==> src/verilog/bsd_cfg.svh <==
// Purpose: named constants of the decimal arithmetic unit
// Assumes: 16-bit packed decimal words, 4-bit register index
// Notes: definitions only
`ifndef BSD_CFG_SVH
`define BSD_CFG_SVH

// register index on the plain register port
`define BSD_ADDR_CTRL 4'h0
`define BSD_ADDR_OPA0 4'h1
`define BSD_ADDR_OPA1 4'h2
`define BSD_ADDR_OPB0 4'h3
`define BSD_ADDR_OPB1 4'h4
`define BSD_ADDR_RES0 4'h5
`define BSD_ADDR_RES1 4'h6
`define BSD_ADDR_RES2 4'h7
`define BSD_ADDR_RES3 4'h8
`define BSD_ADDR_FLAGS 4'h9

// control word fields
`define BSD_CTRL_OP_MSB 2
`define BSD_CTRL_OP_LSB 0
`define BSD_CTRL_EXEC 3
`define BSD_CTRL_FAULT 4
`define BSD_CTRL_START 8
`define BSD_CTRL_BUSY 15

// flag word fields
`define BSD_FLAG_CARRY 0
`define BSD_FLAG_ZERO 1
`define BSD_FLAG_ERROR 2

// reset values and the highest legal operation code
`define BSD_WORD_RST 16'h0000
`define BSD_OP_RST 3'h0
`define BSD_LAST_OP 3'h5

// arithmetic sizes and limits
`define BSD_NUM_W 27
`define BSD_VAL_W 54
`define BSD_BCD_W 64
`define BSD_DIGIT_MAX 4'h9
`define BSD_MOD4 27'h0002710
`define BSD_MOD8 27'h5F5E100
`define BSD_LIM8 54'h000000005F5E100
`define BSD_LIM16 54'h2386F26FC10000
`define BSD_DIV_STEPS 5'h1B
`define BSD_CONV_STEPS 6'h36

`endif

==> src/verilog/bsd_pkg.sv <==
// Purpose: types of the decimal arithmetic unit
// Assumes: nothing beyond the constants header
// Notes: operation codes as software writes them into the control word
package bsd_pkg;

  typedef enum logic [2:0] {
    BSD_OP_SUB_S = 3'b000,
    BSD_OP_SUB_D = 3'b001,
    BSD_OP_MUL_S = 3'b010,
    BSD_OP_MUL_D = 3'b011,
    BSD_OP_DIV_S = 3'b100,
    BSD_OP_DIV_D = 3'b101,
    BSD_OP_RSV6 = 3'b110,
    BSD_OP_RSV7 = 3'b111
  } bsd_op_t;

  typedef enum logic [1:0] {
    BSD_ST_IDLE = 2'b00,
    BSD_ST_DIVIDE = 2'b01,
    BSD_ST_CONV_A = 2'b10,
    BSD_ST_CONV_B = 2'b11
  } bsd_state_t;

endpackage : bsd_pkg

==> src/verilog/bsd_unit.sv <==
// Purpose: packed decimal subtract, multiply and divide datapath
// Assumes: sequencer loads operand words, then writes the control word
// Notes: no wait states; operations run to completion while busy is high
//
// Chosen here: strobed register access and the address map.
`include "bsd_cfg.svh"

module bsd_unit
  import bsd_pkg::*;
(
  input wire logic clk_sys,
  input wire logic sys_rst,
  input wire logic ce,
  input wire logic [3:0] reg_addr,
  input wire logic [15:0] reg_wdata,
  input wire logic reg_wr,
  input wire logic reg_rd,
  output logic [15:0] reg_rdata,
  output logic busy,
  output logic done,
  output logic carry_flag,
  output logic zero_flag,
  output logic error_flag
);

  logic [15:0] opw [0:3];
  logic [15:0] res [0:3];
  logic [3:0] word_ok;
  bsd_op_t op;
  bsd_state_t state;

  logic [`BSD_NUM_W-1:0] dv_quo;
  logic [`BSD_NUM_W-1:0] dv_rem;
  logic [`BSD_NUM_W-1:0] dv_div;
  logic [4:0] dv_cnt;

  logic cv_start;
  logic [`BSD_VAL_W-1:0] cv_in;
  logic [`BSD_BCD_W-1:0] cv_bcd;
  logic cv_done;

  logic start_req;
  bsd_op_t new_op;
  logic new_dbl;
  logic new_legal;
  logic new_sub;
  logic new_mul;
  logic new_div;
  logic exec_on;
  logic fault_in;
  logic digits_ok;
  logic div_zero;
  logic bad;
  logic op_go;
  logic err_go;
  logic [`BSD_NUM_W-1:0] bin_a;
  logic [`BSD_NUM_W-1:0] bin_b;
  logic [`BSD_NUM_W:0] diff;
  logic sub_neg;
  logic [`BSD_NUM_W-1:0] sub_res;
  logic [`BSD_VAL_W-1:0] prod;
  logic mul_carry;
  logic [`BSD_NUM_W:0] dv_trial;
  logic dv_fits;

  // packed decimal to binary, most significant digit first
  function automatic logic [`BSD_NUM_W-1:0] bcd_to_bin(input logic [31:0] bcd);
    logic [`BSD_NUM_W-1:0] acc;
    acc = '0;
    for (int i = 7; i >= 0; i--)
    begin
      acc = `BSD_NUM_W'(acc * `BSD_NUM_W'(10)) + {23'h000000, bcd[4*i +: 4]};
    end
    return acc;
  endfunction : bcd_to_bin

  genvar g;
  generate
    for (g = 0; g < 4; g++)
    begin : g_chk
      bsd_digit_check #(
        .DIGITS(4)
      ) u_chk (
        .word(opw[g]),
        .ok(word_ok[g])
      );
    end
  endgenerate

  bsd_bin2bcd u_conv (
    .clk_sys(clk_sys),
    .sys_rst(sys_rst),
    .ce(ce),
    .start(cv_start),
    .bin(cv_in),
    .bcd(cv_bcd),
    .done(cv_done)
  );

  // decode of the control word write that launches an operation
  always_comb
  begin
    start_req = ce && reg_wr && (reg_addr == `BSD_ADDR_CTRL)
      && reg_wdata[`BSD_CTRL_START] && (state == BSD_ST_IDLE);
    new_op = bsd_op_t'(reg_wdata[`BSD_CTRL_OP_MSB:`BSD_CTRL_OP_LSB]);
    new_legal = (reg_wdata[`BSD_CTRL_OP_MSB:`BSD_CTRL_OP_LSB] <= `BSD_LAST_OP);
    new_dbl = (new_op == BSD_OP_SUB_D) || (new_op == BSD_OP_MUL_D)
      || (new_op == BSD_OP_DIV_D);
    new_sub = (new_op == BSD_OP_SUB_S) || (new_op == BSD_OP_SUB_D);
    new_mul = (new_op == BSD_OP_MUL_S) || (new_op == BSD_OP_MUL_D);
    new_div = (new_op == BSD_OP_DIV_S) || (new_op == BSD_OP_DIV_D);
    exec_on = reg_wdata[`BSD_CTRL_EXEC];
    fault_in = reg_wdata[`BSD_CTRL_FAULT];
  end

  // operands: low word first for double length
  always_comb
  begin
    if (new_dbl)
    begin
      bin_a = bcd_to_bin({opw[1], opw[0]});
      bin_b = bcd_to_bin({opw[3], opw[2]});
    end
    else
    begin
      bin_a = bcd_to_bin({16'h0000, opw[0]});
      bin_b = bcd_to_bin({16'h0000, opw[2]});
    end
  end

  // validity: both single words, plus the high words for double forms
  always_comb
  begin
    digits_ok = word_ok[0] && word_ok[2];
    if (new_dbl)
    begin
      digits_ok = digits_ok && word_ok[1] && word_ok[3];
    end
    div_zero = new_div && (bin_b == '0);
    bad = !new_legal || !digits_ok || fault_in || div_zero;
    op_go = start_req && exec_on && !bad;
    err_go = start_req && exec_on && bad;
  end

  // subtract with borrow; a negative outcome wraps to the ten's complement
  always_comb
  begin
    diff = {1'b0, bin_a} - {1'b0, bin_b} - {`BSD_NUM_W'(0), carry_flag};
    sub_neg = diff[`BSD_NUM_W];
    if (!sub_neg)
    begin
      sub_res = diff[`BSD_NUM_W-1:0];
    end
    else if (new_dbl)
    begin
      sub_res = diff[`BSD_NUM_W-1:0] + `BSD_MOD8;
    end
    else
    begin
      sub_res = diff[`BSD_NUM_W-1:0] + `BSD_MOD4;
    end
  end

  // products fit the result words by construction, so carry stays low
  always_comb
  begin
    prod = {`BSD_NUM_W'(0), bin_a} * {`BSD_NUM_W'(0), bin_b};
    if (new_dbl)
    begin
      mul_carry = (prod >= `BSD_LIM16);
    end
    else
    begin
      mul_carry = (prod >= `BSD_LIM8);
    end
  end

  // one restoring step per cycle
  always_comb
  begin
    dv_trial = {dv_rem, dv_quo[`BSD_NUM_W-1]};
    dv_fits = (dv_trial >= {1'b0, dv_div});
  end

  // operand words: a whole word per write, so constants stay four digits
  always_ff @(posedge clk_sys)
  begin
    if (sys_rst)
    begin
      for (int i = 0; i < 4; i++)
      begin
        opw[i] <= `BSD_WORD_RST;
      end
    end
    else if (ce && reg_wr)
    begin
      unique case (reg_addr)
        `BSD_ADDR_OPA0: opw[0] <= reg_wdata;
        `BSD_ADDR_OPA1: opw[1] <= reg_wdata;
        `BSD_ADDR_OPB0: opw[2] <= reg_wdata;
        `BSD_ADDR_OPB1: opw[3] <= reg_wdata;
        default: ;
      endcase
    end
  end

  // sequencing of an operation
  always_ff @(posedge clk_sys)
  begin
    if (sys_rst)
    begin
      state <= BSD_ST_IDLE;
      op <= bsd_op_t'(`BSD_OP_RST);
      busy <= 1'b0;
      done <= 1'b0;
      cv_start <= 1'b0;
      cv_in <= '0;
      dv_quo <= '0;
      dv_rem <= '0;
      dv_div <= '0;
      dv_cnt <= 5'h00;
    end
    else if (ce)
    begin
      cv_start <= 1'b0;
      done <= 1'b0;
      unique case (state)
        BSD_ST_IDLE:
        begin
          if (start_req && !op_go)
          begin
            done <= 1'b1;
          end
          else if (op_go)
          begin
            op <= new_op;
            busy <= 1'b1;
            if (new_sub)
            begin
              cv_in <= {`BSD_NUM_W'(0), sub_res};
              cv_start <= 1'b1;
              state <= BSD_ST_CONV_A;
            end
            else if (new_mul)
            begin
              cv_in <= prod;
              cv_start <= 1'b1;
              state <= BSD_ST_CONV_A;
            end
            else
            begin
              dv_quo <= bin_a;
              dv_rem <= '0;
              dv_div <= bin_b;
              dv_cnt <= `BSD_DIV_STEPS;
              state <= BSD_ST_DIVIDE;
            end
          end
        end
        BSD_ST_DIVIDE:
        begin
          if (dv_cnt == 5'h00)
          begin
            cv_in <= {`BSD_NUM_W'(0), dv_quo};
            cv_start <= 1'b1;
            state <= BSD_ST_CONV_A;
          end
          else
          begin
            dv_cnt <= dv_cnt - 5'h01;
            if (dv_fits)
            begin
              dv_rem <= dv_trial[`BSD_NUM_W-1:0] - dv_div;
              dv_quo <= {dv_quo[`BSD_NUM_W-2:0], 1'b1};
            end
            else
            begin
              dv_rem <= dv_trial[`BSD_NUM_W-1:0];
              dv_quo <= {dv_quo[`BSD_NUM_W-2:0], 1'b0};
            end
          end
        end
        BSD_ST_CONV_A:
        begin
          if (cv_done)
          begin
            if ((op == BSD_OP_DIV_S) || (op == BSD_OP_DIV_D))
            begin
              cv_in <= {`BSD_NUM_W'(0), dv_rem};
              cv_start <= 1'b1;
              state <= BSD_ST_CONV_B;
            end
            else
            begin
              busy <= 1'b0;
              done <= 1'b1;
              state <= BSD_ST_IDLE;
            end
          end
        end
        BSD_ST_CONV_B:
        begin
          if (cv_done)
          begin
            busy <= 1'b0;
            done <= 1'b1;
            state <= BSD_ST_IDLE;
          end
        end
      endcase
    end
  end

  // result words; an operation that is off or in error leaves them alone
  always_ff @(posedge clk_sys)
  begin
    if (sys_rst)
    begin
      for (int i = 0; i < 4; i++)
      begin
        res[i] <= `BSD_WORD_RST;
      end
    end
    else if (ce && cv_done && (state == BSD_ST_CONV_A))
    begin
      unique case (op)
        BSD_OP_SUB_S, BSD_OP_DIV_S:
        begin
          res[0] <= cv_bcd[15:0];
        end
        BSD_OP_SUB_D, BSD_OP_MUL_S, BSD_OP_DIV_D:
        begin
          res[0] <= cv_bcd[15:0];
          res[1] <= cv_bcd[31:16];
        end
        BSD_OP_MUL_D:
        begin
          res[0] <= cv_bcd[15:0];
          res[1] <= cv_bcd[31:16];
          res[2] <= cv_bcd[47:32];
          res[3] <= cv_bcd[63:48];
        end
        default: ;
      endcase
    end
    else if (ce && cv_done && (state == BSD_ST_CONV_B))
    begin
      if (op == BSD_OP_DIV_S)
      begin
        res[1] <= cv_bcd[15:0];
      end
      else
      begin
        res[2] <= cv_bcd[15:0];
        res[3] <= cv_bcd[31:16];
      end
    end
  end

  // flags; the unit's own carry update wins over a software write
  always_ff @(posedge clk_sys)
  begin
    if (sys_rst)
    begin
      carry_flag <= 1'b0;
      zero_flag <= 1'b0;
      error_flag <= 1'b0;
    end
    else if (ce)
    begin
      if (err_go)
      begin
        error_flag <= 1'b1;
      end
      else if (op_go)
      begin
        error_flag <= 1'b0;
      end
      if (op_go && new_sub)
      begin
        carry_flag <= sub_neg;
      end
      else if (op_go && new_mul)
      begin
        carry_flag <= mul_carry;
      end
      else if (reg_wr && (reg_addr == `BSD_ADDR_FLAGS))
      begin
        carry_flag <= reg_wdata[`BSD_FLAG_CARRY];
      end
      if (cv_done && (state == BSD_ST_CONV_A))
      begin
        zero_flag <= (cv_bcd == '0);
      end
    end
  end

  // read data stand one cycle after the read strobe
  always_ff @(posedge clk_sys)
  begin
    if (sys_rst)
    begin
      reg_rdata <= `BSD_WORD_RST;
    end
    else if (ce)
    begin
      reg_rdata <= `BSD_WORD_RST;
      if (reg_rd)
      begin
        unique case (reg_addr)
          `BSD_ADDR_CTRL:
          begin
            reg_rdata[`BSD_CTRL_OP_MSB:`BSD_CTRL_OP_LSB] <= op;
            reg_rdata[`BSD_CTRL_BUSY] <= busy;
          end
          `BSD_ADDR_OPA0: reg_rdata <= opw[0];
          `BSD_ADDR_OPA1: reg_rdata <= opw[1];
          `BSD_ADDR_OPB0: reg_rdata <= opw[2];
          `BSD_ADDR_OPB1: reg_rdata <= opw[3];
          `BSD_ADDR_RES0: reg_rdata <= res[0];
          `BSD_ADDR_RES1: reg_rdata <= res[1];
          `BSD_ADDR_RES2: reg_rdata <= res[2];
          `BSD_ADDR_RES3: reg_rdata <= res[3];
          `BSD_ADDR_FLAGS:
          begin
            reg_rdata[`BSD_FLAG_CARRY] <= carry_flag;
            reg_rdata[`BSD_FLAG_ZERO] <= zero_flag;
            reg_rdata[`BSD_FLAG_ERROR] <= error_flag;
          end
          default: ;
        endcase
      end
    end
  end

endmodule : bsd_unit

==> src/verilog/bsd_digit_check.sv <==
// Purpose: flags a packed word whose nibbles are all decimal digits
// Assumes: purely combinational, same clock domain as the reader
// Notes: one instance per operand word
`include "bsd_cfg.svh"

module bsd_digit_check
  import bsd_pkg::*;
#(
  parameter int DIGITS = 4
)
(
  input wire logic [4*DIGITS-1:0] word,
  output logic ok
);

  always_comb
  begin
    ok = 1'b1;
    for (int i = 0; i < DIGITS; i++)
    begin
      if (word[4*i +: 4] > `BSD_DIGIT_MAX)
      begin
        ok = 1'b0;
      end
    end
  end

endmodule : bsd_digit_check

==> src/verilog/bsd_bin2bcd.sv <==
// Purpose: sequential binary to packed decimal conversion
// Assumes: start is a one-cycle pulse, input held only in that cycle
// Notes: shift-and-add-three, one bit per enabled cycle
`include "bsd_cfg.svh"

module bsd_bin2bcd
  import bsd_pkg::*;
(
  input wire logic clk_sys,
  input wire logic sys_rst,
  input wire logic ce,
  input wire logic start,
  input wire logic [`BSD_VAL_W-1:0] bin,
  output logic [`BSD_BCD_W-1:0] bcd,
  output logic done
);

  logic [`BSD_VAL_W-1:0] shift_q;
  logic [5:0] cnt;
  logic active;
  logic [`BSD_BCD_W-1:0] adj;

  // digits of 5 or more get 3 added so the shift carries into the next digit
  always_comb
  begin
    adj = bcd;
    for (int i = 0; i < `BSD_BCD_W / 4; i++)
    begin
      if (bcd[4*i +: 4] > 4'h4)
      begin
        adj[4*i +: 4] = bcd[4*i +: 4] + 4'h3;
      end
    end
  end

  always_ff @(posedge clk_sys)
  begin
    if (sys_rst)
    begin
      shift_q <= '0;
      bcd <= '0;
      cnt <= 6'h00;
      active <= 1'b0;
      done <= 1'b0;
    end
    else if (ce)
    begin
      done <= 1'b0;
      if (start)
      begin
        shift_q <= bin;
        bcd <= '0;
        cnt <= `BSD_CONV_STEPS;
        active <= 1'b1;
      end
      else if (active)
      begin
        bcd <= {adj[`BSD_BCD_W-2:0], shift_q[`BSD_VAL_W-1]};
        shift_q <= {shift_q[`BSD_VAL_W-2:0], 1'b0};
        cnt <= cnt - 6'h01;
        if (cnt == 6'h01)
        begin
          active <= 1'b0;
          done <= 1'b1;
        end
      end
    end
  end

endmodule : bsd_bin2bcd

==> config.mk <==
export PLATFORM = sky130hd
export DESIGN_NAME = bsd_unit
export DESIGN_NICKNAME = d
export VERILOG_FILES = /design/src/verilog/bsd_pkg.sv /design/src/verilog/bsd_unit.sv /design/src/verilog/bsd_digit_check.sv /design/src/verilog/bsd_bin2bcd.sv
export VERILOG_INCLUDE_DIRS = /design/src /design/src/verilog
export SDC_FILE = /design/constraint.sdc
export NUM_CORES = 2
export LEC_CHECK = 0
export ABC_AREA = 1
export BUFFER_PORTS_ARGS = -buffer_cell sky130_fd_sc_hd__buf_2
export CAP_MARGIN = 10
export CORE_MARGIN = 5
export CORE_UTILIZATION = 66
export DETAILED_ROUTE_END_ITERATION = 10
export GPL_TIMING_DRIVEN = 1
export PLACE_DENSITY = 0.9
export RECOVER_POWER = 25
export SYNTH_ARGS = -nofsm -noshare
export SYNTH_HDL_FRONTEND = slang
export SYNTH_SLANG_ARGS = --single-unit
==> constraint.sdc <==
create_clock -name clk_sys -period 26.3 [get_ports clk_sys]
set_input_delay 5.26 -clock clk_sys [delete_from_list [all_inputs] [get_ports clk_sys]]
set_output_delay 5.26 -clock clk_sys [all_outputs]
set_load 0.1 [all_outputs]
==> metrics.yaml <==
die_area_um2: 112000
synth_warnings: 0
synth_top_area_share_pct: 19.1
ioPinCount: 46
num_rows: 119
arrival_ns: 23.30
path_clk_slew_ns: 0.07
drc: 0
grt_use_total_pct: 38.0
path_buf_inv: 15
synth_seq_cells: 421
cts_buffer_depth: 3
ys_types: 71
drt_iter0_markers: 7480
clockRootBuffer: "clkbuf_16"
antenna_left: 0
violations: "max-capacitance violations, max-slew violations"
fp.coreArea_um2: 105000
worst_slew_pin_slew_ns: 5.88
critPathMaxFanout: 17
dp_hpwl_um: 170000
finClkSkew_ns: 0.0320
layout-drive-gt1-share_pct: 2.81
num_vias: 66700
dr.pass1.iters: 7
min_period_over_period_pct: 86.9
rsz0062_at_grt: "false"
cp_top_family: "adder cells"
worstSetupPathType: "reg2reg"
critPathSlowestCell: "inv_1"
die_w_um: 334
final_nets: 11200
syn_area_um2: 69400
max_stage_delay_ns: 0.83
clkSinkCount: 421
cts_buffers: 39
cap_violations: 4
async_flop_share_pct: 0
clock_latency_ns: 0.57
hp-class: "reg2reg"
maxSlewHeadroom_pct: -292
gp_congestion: 1.08
final_max_slew_viol_count: 368
antenna_found_initial: 9
cts_resized: 0
cts_setup_buffers: 0
status: "finished with violations"
endpoint_kind: "flip-flop"
setup_violations: 0
grt_pass1_vias: 66200
yosysSeqAreaShare_pct: 14.0
cp.required_ns: 26.73
cp-start-kind: "flip-flop"
hold_viol: 0
grt_pass1_wl_um: 345000
wl_per_cell_um: 19.5
max_freq_ghz: 0.0437
fin_tns_setup_ns: 0
viasPerCell: 6.04
h-tree-depth: 2
placed_cells: 11000
netlist_instances: 9726
synth_top_area_cell: "fa_1"
synth_edf_count: 128
io_buffers: 45
area_delta_synth_final_pct: 4.06
die_h_um: 334
final_util_pct: 68.9
cts_tree: "yes"
holdBufCountCts: 0
ys.flop_type: "dfxtp_1"
start_util_pct: 66.2
synth.area.top_cells: "fa_1 19%, ha_1 15%, nand2_1 12%, inv_1 9.7%, dfxtp_1 8.5%"
grt-ovfl-total: 0
finalNonFillerCells: 11000
postSynthAreaPerCell_um2: 7.13
grt_max_degree: 124
routed_wl_um: 216000
min_period_ns: 22.87
## final cells by class
cell class                      instances  area, um^2
Antenna cell                            4        10.0
Clock buffer                           47        1070
Timing Repair Buffer                  116         727
Tap cell                             1391        1740
Clock inverter                         24         303
Inverter                             1821        6840
Sequential cell                       421        9710
Multi-Input combinational cell       7214       51800
Fill cell                            8619       32600
## cells in the mapped netlist, types with 8 or more instances
master,n
fa_1,663
xnor2_1,134
nand3_1,351
o2111ai_1,9
a221oi_1,18
buf_2,18
clkbuf_1,224
o21a_1,14
xor2_1,302
a211oi_1,13
buf_1,21
dfxtp_1,293
ha_1,858
a21oi_1,671
o21ai_0,425
nand2_2,8
nor3_1,65
o311ai_0,14
clkinv_1,16
o31ai_1,14
inv_2,17
buf_4,8
o22ai_1,45
inv_1,1788
and2_1,11
a21boi_0,14
nand3b_1,33
o21ai_1,19
o211ai_1,31
a21o_1,33
a22oi_1,8
nand3_2,9
o21bai_1,32
edfxtp_1,128
nor4_1,35
or2_2,48
nand2_1,2191
nand4_1,134
nor2_1,855
a31oi_1,80
## path summary, 6_finish.rpt
check | cells past startpoint | slack (ns) | start | end
max | 105 | 3.43 | opw[1][14] | carry_flag
min | 2 | 0.45 | cv_in[3] | cv_in[3]
max reg2reg | 105 | 3.43 | opw[1][14] | carry_flag
min reg2reg | 2 | 0.45 | cv_in[3] | cv_in[3]
## worst reg2reg max path: cells and delay by family, from the launching register on
family	cells	cell delay, ns
adder cells (fa/ha/maj)	22	8.46
AND/OR/NAND/NOR	44	7.54
XOR/XNOR	11	2.37
buffers and inverters	15	1.81
AO/OA/AOI/OAI	12	1.60
flip-flops	1	0.48
multiplexers	1	0.48
## placed cells by master (no fill, tap or decap), types with 14 or more instances in the layout
| master | Yosys | final |
|---|---|---|
| o311ai_0 | 14 | 14 |
| a21o_1 | 33 | 33 |
| o31ai_1 | 14 | 14 |
| inv_2 | 17 | 15 |
| buf_2 | 18 | 22 |
| clkinv_1 | 16 | 19 |
| fa_1 | 663 | 663 |
| o211ai_1 | 31 | 31 |
| xnor2_1 | 134 | 132 |
| nand3_1 | 351 | 351 |
| clkbuf_16 | 0 | 40 |
| nand2_1 | 2191 | 2191 |
| nor2_1 | 855 | 851 |
| o22ai_1 | 45 | 45 |
| nor4_1 | 35 | 35 |
| nor3_1 | 65 | 65 |
| buf_4 | 8 | 66 |
| o21ai_0 | 425 | 421 |
| or2_2 | 48 | 48 |
| clkbuf_1 | 224 | 30 |
| nand3b_1 | 33 | 33 |
| xor2_1 | 302 | 302 |
| o21a_1 | 14 | 14 |
| o21bai_1 | 32 | 32 |
| dfxtp_1 | 293 | 293 |
| a221oi_1 | 18 | 18 |
| a21boi_0 | 14 | 14 |
| a31oi_1 | 80 | 80 |
| nand4_1 | 134 | 134 |
| o21ai_1 | 19 | 21 |
| a21oi_1 | 671 | 671 |
| edfxtp_1 | 128 | 128 |
| inv_1 | 1788 | 1789 |
| ha_1 | 858 | 857 |
## state kept, by name (all words and copies together), names as in the netlist
register / flops
cv_start: 1
done: 1
opw: 64
zero_flag: 1
res: 64
u_conv.shift_q: 54
dv_quo: 27
carry_flag: 1
dv_rem: 27
u_conv.active: 1
dv_div: 27
u_conv.bcd: 64
cv_in: 54
state: 2
error_flag: 1
u_conv.done: 1
u_conv.cnt: 6
busy: 1
dv_cnt: 5
reg_rdata: 16
op: 3
## routing by layer
layer | track usage, % | vias up | routed length [um]
met5 | 0 | - | 60
met4 | 17.1 | 6 | 13300
met3 | 10.9 | 943 | 28700
met2 | 59.5 | 4034 | 91900
met1 | 49.4 | 31000 | 81800
li1 | - | 30700 | -
## through the flow
| stage | setup WS [ns] | hold WS, ns | instance area, um^2 |
|---|---|---|---|
| global route | 1.90 | 0.458 | 72200 |
| CTS | 3.68 | 0.444 | 72200 |
| global placement | 4.02 | 0.429 | 70900 |
| floorplan | 7.42 | 0.421 | 69400 |
| finish | 3.43 | 0.446 | 72200 |
| detailed placement | 3.72 | 0.435 | 70900 |
## logic make-up (layout without fill, tap and decap cells)
family          after synthesis  after routing  share of synthesized area (%)
compound gates             1471           1471                           11.8
xor+xnor                    440            440                           5.61
fa+ha+maj                  1521           1521                           34.6
buf+inv                    2096           2008                           11.5
flops                       421            421                           14.0
mux                           1              1                         0.0144
other cells                   1             10                        0.00540
simple gates               3775           3775                           22.5
Power is not shown: default switching activity piles up to over one toggle a cycle in this logic, so the estimate is an artifact.
